<file path="config.mk">
export PLATFORM = sky130hd
export DESIGN_NAME = ipr_interrupt_pin_readback
export DESIGN_NICKNAME = d
export VERILOG_FILES = /design/src/rtl/ipr_pkg.sv /design/src/rtl/ipr_pin_calc.sv /design/src/rtl/ipr_interrupt_pin_readback.sv
export SDC_FILE = /design/constraint.sdc
export NUM_CORES = 1
export LEC_CHECK = 0
export BUFFER_PORTS_ARGS = -buffer_cell sky130_fd_sc_hd__buf_2
export CORE_AREA = 2 2 39 41
export CTS_CLUSTER_SIZE = 16
export DETAILED_ROUTE_END_ITERATION = 6
export DIE_AREA = 0 0 41 43
export GPL_TIMING_DRIVEN = 1
export RECOVER_POWER = 50
export SYNTH_ARGS = -nofsm -noshare
export SYNTH_HDL_FRONTEND = slang
export SYNTH_SLANG_ARGS = --single-unit
</file>
<file path="constraint.sdc">
create_clock -name clk -period 1.9 [get_ports clk]
set_clock_uncertainty 0.15 [all_clocks]
set_input_delay 0.095 -clock clk [delete_from_list [all_inputs] [get_ports clk]]
set_output_delay 0.095 -clock clk [all_outputs]
set_load 0.02 [all_outputs]
</file>
<file path="src/rtl/ipr_pkg.sv">
// package for the interrupt pin readback register
// assumes a two-function config space reached by byte offset
`default_nettype none
package ipr_pkg;
    // config byte offset of the interrupt pin register
    localparam logic [7:0] IPR_PIN_OFFSET   = 8'h3D;
    // pin codes as seen by software
    localparam logic [7:0] IPR_PIN_NONE     = 8'h00;
    localparam logic [7:0] IPR_PIN_INTA     = 8'h01;
    localparam logic [7:0] IPR_PIN_INTB     = 8'h02;
    // pin code field position and width inside the byte
    localparam int         IPR_CODE_LSB     = 0;
    localparam int         IPR_CODE_MSB     = 1;
    // bit positions of the two controls in their home registers
    localparam int         IPR_TIE_BIT      = 29;
    localparam int         IPR_MODE_LSB     = 1;
    localparam int         IPR_MODE_MSB     = 2;
    // signalling mode that carries no pci interrupt pin at all
    localparam logic [1:0] IPR_MODE_NO_PIN  = 2'h3;
    // reset value of the read data and answer
    localparam logic [7:0] IPR_RDATA_RESET  = 8'h00;
    // cycles from a taken request to its answer
    localparam int         IPR_ANSWER_LAT   = 1;

    typedef enum logic {
        IPR_FUNC0,
        IPR_FUNC1
    } ipr_func_e;
endpackage : ipr_pkg
`default_nettype wire

</file>
<file path="src/rtl/ipr_pin_calc.sv">
// combinational pin code for one function
// assumes the tie control and mode field arrive already stable
`default_nettype none
module ipr_pin_calc (
    input  wire logic               tie_ctrl,
    input  wire logic [1:0]         mode_field,
    input  wire ipr_pkg::ipr_func_e func_sel,
    output logic [7:0]              pin_code
);
    import ipr_pkg::*;

    // tie first: with it set both functions read INTA whatever the mode
    always_comb begin
        if (tie_ctrl) begin
            pin_code = IPR_PIN_INTA;  // RULE_03
        end else if (mode_field == IPR_MODE_NO_PIN) begin
            pin_code = IPR_PIN_NONE;  // RULE_01
        end else if (func_sel == IPR_FUNC1) begin
            pin_code = IPR_PIN_INTB;  // RULE_04
        end else begin
            pin_code = IPR_PIN_INTA;  // RULE_04
        end
    end
endmodule : ipr_pin_calc
`default_nettype wire

</file>
<file path="src/rtl/ipr_interrupt_pin_readback.sv">
// config-space interrupt pin register for a two-function controller
// assumes a config access port already decoded to this device and
// the tie control and mode fields supplied from their home registers
// Function
// [RULE_01] readback per function follows that function's signalling mode field
// [RULE_02] readback also depends on the interrupt tie control
// [RULE_03] tie set: both functions read 01h
// [RULE_04] tie clear: function 0 reads 01h, function 1 reads 02h
// [RULE_05] writes ignored; bits 7 to 2 read zero, code in bits 1 and 0
`default_nettype none
module ipr_interrupt_pin_readback (
    input  wire logic               clk,
    input  wire logic               rst,
    input  wire logic               cfg_req,
    input  wire logic               cfg_we,
    input  wire ipr_pkg::ipr_func_e cfg_func,
    input  wire logic [7:0]         cfg_addr,
    input  wire logic [7:0]         cfg_wdata,
    input  wire logic               interrupt_tie_control,
    input  wire logic [1:0]         interrupt_signaling_mode_field_f0,
    input  wire logic [1:0]         interrupt_signaling_mode_field_f1,
    output logic                    cfg_ack,
    output logic [7:0]              cfg_rdata
);
    import ipr_pkg::*;

    logic       hit;
    logic       rd_hit;
    logic [1:0] sel_mode;
    logic [7:0] pin_code;
    logic [7:0] nxt_rdata;
    logic       ack_ff;
    logic [7:0] rdata_ff;
    logic       wdata_unused;

    // the written byte never lands anywhere; the register has no storage
    assign wdata_unused = ^cfg_wdata;

    function automatic logic offset_hit(input logic [7:0] addr);
        return addr == IPR_PIN_OFFSET;
    endfunction : offset_hit

    // used by the checks only; the answer path tests the mode in the calc unit
    function automatic logic no_pin(input logic [1:0] mode);
        return mode == IPR_MODE_NO_PIN;
    endfunction : no_pin

    assign hit    = cfg_req && offset_hit(cfg_addr);
    assign rd_hit = hit && !cfg_we;

    // each function has its own device control copy
    always_comb begin
        case (cfg_func)
            IPR_FUNC0: sel_mode = interrupt_signaling_mode_field_f0;  // RULE_01
            IPR_FUNC1: sel_mode = interrupt_signaling_mode_field_f1;  // RULE_01
            default:   sel_mode = interrupt_signaling_mode_field_f0;
        endcase
    end

    ipr_pin_calc u_calc (
        .tie_ctrl   (interrupt_tie_control),  // RULE_02
        .mode_field (sel_mode),
        .func_sel   (cfg_func),
        .pin_code   (pin_code)
    );

    // only the two code bits are ever passed; the upper six stay zero
    always_comb begin
        nxt_rdata = IPR_RDATA_RESET;
        if (rd_hit) begin
            nxt_rdata[IPR_CODE_MSB:IPR_CODE_LSB] = pin_code[IPR_CODE_MSB:IPR_CODE_LSB]; // RULE_05
        end
    end

    // writes are acknowledged like reads so the config cycle completes
    always_ff @(posedge clk) begin
        if (rst) begin
            ack_ff <= 1'b0;
        end else begin
            ack_ff <= hit;  // RULE_05
        end
    end

    // data holds zero between answers so a stale code cannot be sampled
    always_ff @(posedge clk) begin
        if (rst) begin
            rdata_ff <= IPR_RDATA_RESET;
        end else begin
            rdata_ff <= nxt_rdata;  // RULE_03 RULE_04
        end
    end

    assign cfg_ack   = ack_ff;
    assign cfg_rdata = rdata_ff;

    // checks sample the controls in the request cycle, like the answer path
    tie_both_inta_a: assert property (  // RULE_03
        @(posedge clk) disable iff (rst)
        rd_hit && interrupt_tie_control
        |=> cfg_ack && (cfg_rdata == IPR_PIN_INTA)
    ) else $error("tie set but pin code is not INTA");

    tie_beats_mode_a: assert property (  // RULE_03
        @(posedge clk) disable iff (rst)
        rd_hit && interrupt_tie_control && no_pin(sel_mode)
        |=> cfg_rdata == IPR_PIN_INTA
    ) else $error("no-pin mode overrode the tie control");

    tie_func0_inta_a: assert property (  // RULE_03
        @(posedge clk) disable iff (rst)
        rd_hit && interrupt_tie_control && (cfg_func == IPR_FUNC0)
        |=> cfg_ack && (cfg_rdata == IPR_PIN_INTA)
    ) else $error("tie set but function 0 did not read INTA");

    tie_func1_inta_a: assert property (  // RULE_03
        @(posedge clk) disable iff (rst)
        rd_hit && interrupt_tie_control && (cfg_func == IPR_FUNC1)
        |=> cfg_ack && (cfg_rdata == IPR_PIN_INTA)
    ) else $error("tie set but function 1 did not read INTA");

    untied_func0_a: assert property (  // RULE_04
        @(posedge clk) disable iff (rst)
        rd_hit && !interrupt_tie_control && (cfg_func == IPR_FUNC0)
            && (interrupt_signaling_mode_field_f0 != IPR_MODE_NO_PIN)
        |=> cfg_rdata == IPR_PIN_INTA
    ) else $error("function 0 untied did not read INTA");

    untied_func1_a: assert property (  // RULE_04
        @(posedge clk) disable iff (rst)
        rd_hit && !interrupt_tie_control && (cfg_func == IPR_FUNC1)
            && (interrupt_signaling_mode_field_f1 != IPR_MODE_NO_PIN)
        |=> cfg_rdata == IPR_PIN_INTB
    ) else $error("function 1 untied did not read INTB");

    tie_affects_a: assert property (  // RULE_02
        @(posedge clk) disable iff (rst)
        rd_hit && (cfg_func == IPR_FUNC1)
            && (interrupt_signaling_mode_field_f1 != IPR_MODE_NO_PIN)
        |=> cfg_rdata == ($past(interrupt_tie_control) ? IPR_PIN_INTA : IPR_PIN_INTB)
    ) else $error("tie control did not steer function 1 code");

    mode_per_func_a: assert property (  // RULE_01
        @(posedge clk) disable iff (rst)
        rd_hit && !interrupt_tie_control && (cfg_func == IPR_FUNC1)
            && (interrupt_signaling_mode_field_f1 == IPR_MODE_NO_PIN)
        |=> cfg_ack && (cfg_rdata == IPR_PIN_NONE)
    ) else $error("function 1 mode field not honoured");

    mode_func0_a: assert property (  // RULE_01
        @(posedge clk) disable iff (rst)
        rd_hit && !interrupt_tie_control && (cfg_func == IPR_FUNC0)
            && no_pin(interrupt_signaling_mode_field_f0)
        |=> cfg_ack && (cfg_rdata == IPR_PIN_NONE)
    ) else $error("function 0 mode field not honoured");

    own_field_f0_a: assert property (  // RULE_01
        @(posedge clk) disable iff (rst)
        rd_hit && !interrupt_tie_control && (cfg_func == IPR_FUNC0)
            && !no_pin(interrupt_signaling_mode_field_f0)
            && no_pin(interrupt_signaling_mode_field_f1)
        |=> cfg_rdata == IPR_PIN_INTA
    ) else $error("function 0 read took the function 1 mode field");

    own_field_f1_a: assert property (  // RULE_01
        @(posedge clk) disable iff (rst)
        rd_hit && !interrupt_tie_control && (cfg_func == IPR_FUNC1)
            && !no_pin(interrupt_signaling_mode_field_f1)
            && no_pin(interrupt_signaling_mode_field_f0)
        |=> cfg_rdata == IPR_PIN_INTB
    ) else $error("function 1 read took the function 0 mode field");

    upper_zero_a: assert property (  // RULE_05
        @(posedge clk) disable iff (rst)
        cfg_ack |-> cfg_rdata[7:2] == 6'h00
    ) else $error("upper interrupt pin bits not zero");

    write_ignored_a: assert property (  // RULE_05
        @(posedge clk) disable iff (rst)
        hit && cfg_we |=> cfg_ack && (cfg_rdata == IPR_RDATA_RESET)
    ) else $error("write to interrupt pin returned data");

    miss_silent_a: assert property (  // RULE_05
        @(posedge clk) disable iff (rst)
        !hit |=> !cfg_ack ##0 cfg_rdata == IPR_RDATA_RESET
    ) else $error("answer without a hit on the pin offset");

    refused_offset_a: assert property (  // RULE_05
        @(posedge clk) disable iff (rst)
        cfg_req && !offset_hit(cfg_addr)
        |=> !cfg_ack && (cfg_rdata == IPR_RDATA_RESET)
    ) else $error("answer for an offset that is not the pin register");

    ack_after_hit_a: assert property (  // RULE_05
        @(posedge clk) disable iff (rst)
        hit |=> cfg_ack
    ) else $error("hit on the pin offset was not acknowledged");

    ack_needs_hit_a: assert property (  // RULE_05
        @(posedge clk) disable iff (rst)
        cfg_ack |-> $past(hit)
    ) else $error("acknowledge without a request one cycle earlier");

    data_needs_read_a: assert property (  // RULE_05
        @(posedge clk) disable iff (rst)
        (cfg_rdata != IPR_RDATA_RESET) |-> $past(rd_hit)
    ) else $error("pin code shown without a read one cycle earlier");

    code_legal_a: assert property (  // RULE_04
        @(posedge clk) disable iff (rst)
        cfg_ack && (cfg_rdata != IPR_PIN_NONE)
        |-> (cfg_rdata == IPR_PIN_INTA) || (cfg_rdata == IPR_PIN_INTB)
    ) else $error("pin code is neither INTA nor INTB");

    stale_code_a: assert property (  // RULE_05
        @(posedge clk) disable iff (rst)
        rd_hit ##1 (cfg_req && cfg_we)
        |=> cfg_rdata == IPR_RDATA_RESET
    ) else $error("read code lingered into a write answer");

    // no disable here: this one watches the reset itself
    reset_quiet_a: assert property (  // RULE_05
        @(posedge clk)
        rst |=> !cfg_ack && (cfg_rdata == IPR_RDATA_RESET)
    ) else $error("answer not cleared by reset");
endmodule : ipr_interrupt_pin_readback
`default_nettype wire

</file>
==> summary by stage <==
Route
The count of nets left with antenna violations once routing finished came out at 0. The routed design has 428 um of wire. The detailed router finished its first iteration with 0 violations. In the routed design, unresolved DRC markers number 0. For this run, the detailed router's first-pass iteration total came to 1. The via density per instance is 3.550. Across all layers, the routed design uses 213 vias. After detailed routing, the average wire length per cell comes to between 7 and 8 um.

CTS
The number of clock sinks seen by CTS is 3. The clock root buffer is clkbuf_4. CTS built an H-tree with a depth of 1.

Gates resized during post-CTS repair numbered 0. TritonCTS built the clock tree. The clock buffer count from CTS is 3. The buffer depth of the longest clock path is 2.

Clock-pin slew was measured on the worst setup and hold paths at approximately 40 ps.

Final layout
The share of post-route cells with drive strength above 1 is roughly 50%. Fill cells in the final layout number about 160. Cells fill 22.88% of the core in the end. In the layout the commonest cells are buf_2, conb_1, dfxtp_1, clkbuf_4, clkbuf_1. The total inserted antenna cells is 0. The post-synthesis to final-layout area growth is 76.92%. The number of nets in the finished design is 71. The library cell used most frequently in the layout, excluding fill and tap cells, is buf_2.

Min path
The min-delay analysis places its worst path in the category input port to register.

Job
The number of max-cap violations is 0.

Critical path
The data required time at the worst endpoint is between 1500 and 2000 ps. STA puts the critical path data arrival time at ~1500 ps. By startpoint and endpoint, the worst setup path is classified as input port to register.

The startpoint of the most critical setup path is interrupt_tie_control. The worst setup path is launched from an input port. The worst-path maximum fanout is 2.

In this run the worst setup path terminates at cfg_rdata[0]$_SDFF_PP0_. The element type at the critical path end is a register.

Yosys
The post-synthesis instance total is 19. The total of flip-flops plus latches after synthesis is 3. The proportion of synthesized chip area in sequential cells is roughly 34%.

The number of warnings issued by yosys is 0. A synthesized cell averages between 9 and 10 sq um. In this run the cell area of the synthesized design comes to ~180 sq um. The post-synthesis cell type count is 12.

Floorplan
The standard-cell row count is 14. The die is around 43 um tall. The floorplan die area is 1763 sq um.

The die is between 40 and 50 um wide. The total area inside the core boundary comes to 1384 sq um. The initial core utilization is 12.93%.

For this design the top-level I/O count stands at 35.

STA
Setup repair after global routing left no endpoint under its margin. The maximum operating frequency is about 670 MHz. Setup violations remaining at the end of the flow were counted as 0. After layout, the worst path uses about 79% of the clock period. The final hold violation count came to 0. The worst path in the final design needs a cycle of ~1500 ps, including I/O delays and setup. The setup total negative slack is 0 ps. The final max-slew violation count is 0.

Power and ir drop
The worst ir drop on vdd is around 0.32 mV. In this run the static leakage power is 0.1625 nW. In this run the power density over the cells is approximately 660 nW/um^2.

Global route
The aggregate global routing overflow is 0. Entering global routing, the biggest net connects 3 pins. The initial antenna violation count is 0. The via count of the first global-routing pass was approximately 180.

The first global-routing pass estimated 510 um of wire. The overall global routing resource usage is under 10%.

Placement
The routability congestion estimate is about 0.61. The count of input and output buffers is 20.

Outcome
The run finished with clean final reports.
## report_power, final
part	internal [W]	total, W	leakage, nW	switching, W
registers	0.0000634	0.0000634	0.0241	0.00000000747
clock network	0.0000788	0.000113	0.0150	0.0000340
logic	0.0000162	0.0000338	0.123	0.0000176
total	0.000158	0.000210	0.162	0.0000516
## metrics by stage
step	power (W)	worst slack, ps	cell area (sq um)	hold slack, ps	cells
after floorplan	0.00008877	923.6	197.7	68.83	24
after global placement	0.00009607	708.6	272.8	175.1	54
after detailed placement	0.00009644	713.6	272.8	170.2	54
after CTS	0.0002154	430.7	319.1	3.846	60
after global routing	0.0002247	363.1	316.6	7.395	60
final	0.0002100	406.4	316.6	6.275	60
## how the worst min path moves through the flow
| stage | to | startpoint | depth (start not counted) |
|---|---|---|---|
| floorplan | cfg_rdata[0]$_SDFF_PP0_ | interrupt_tie_control | 1 |
| global placement | cfg_rdata[0]$_SDFF_PP0_ | interrupt_tie_control | 2 |
| detailed placement | cfg_rdata[0]$_SDFF_PP0_ | interrupt_tie_control | 2 |
| CTS | cfg_ack$_SDFF_PP0_ | cfg_req | 3 |
| global route | cfg_ack$_SDFF_PP0_ | cfg_req | 3 |
| finish | cfg_ack$_SDFF_PP0_ | cfg_req | 3 |
## synthesized netlist by cell type, drive strengths merged
library cell,number,share of area [%]
conb,1,2.1
buf,6,25
nor3,1,2.8
nand4b,1,4.9
nand4bb,1,6.3
o21a,1,4.2
nor4,1,7.0
nand2b,1,3.5
nand2,1,2.1
and4b,1,5.6
a21oi,1,2.8
dfxtp,3,34
## kinds of logic (layout without fill, tap and decap cells)
logic type / Yosys count / after routing / share of synthesized area, %
buf+inv: 6 / 26 / 25.17
compound gates: 2 / 2 / 6.992
flops: 3 / 3 / 33.57
simple gates: 7 / 7 / 32.16
other cells: 1 / 6 / 2.096
## critical path: stages
cell           delay [ps]
dlygate4sd3_1         530
buf_2                 130
o21a_1                170
dlygate4sd3_1         540
## area by class of cell
type | instances | area [sq um] | share of cell area [%]
timing repair buffer | 22 | 117.6 | 37.15
multi-input combinational | 15 | 92.59 | 29.25
sequential | 3 | 60.06 | 18.97
clock buffer | 4 | 26.28 | 8.300
tap | 16 | 20.02 | 6.324
## what timing repair did
action	CTS	global route
hold buffers	2	0
endpoints found under the setup margin	0	0
hold endpoints to repair	1	0
setup buffers	0	0
## flip-flops by register name, indices dropped and copies added (netlist names)
signal,cells
cfg_ack,1
cfg_rdata,2
## per-layer routing
metal	up-vias	track usage, %	routed length, um	part of all wire (%)
met5	-	0	0	0
met4	0	2.000	0	0
met3	0	4.712	104	24
met2	24	7.187	176	41
met1	85	3.503	146	34
li1	104	-	-	-
Note: power is estimated with default switching activity, not from simulation.
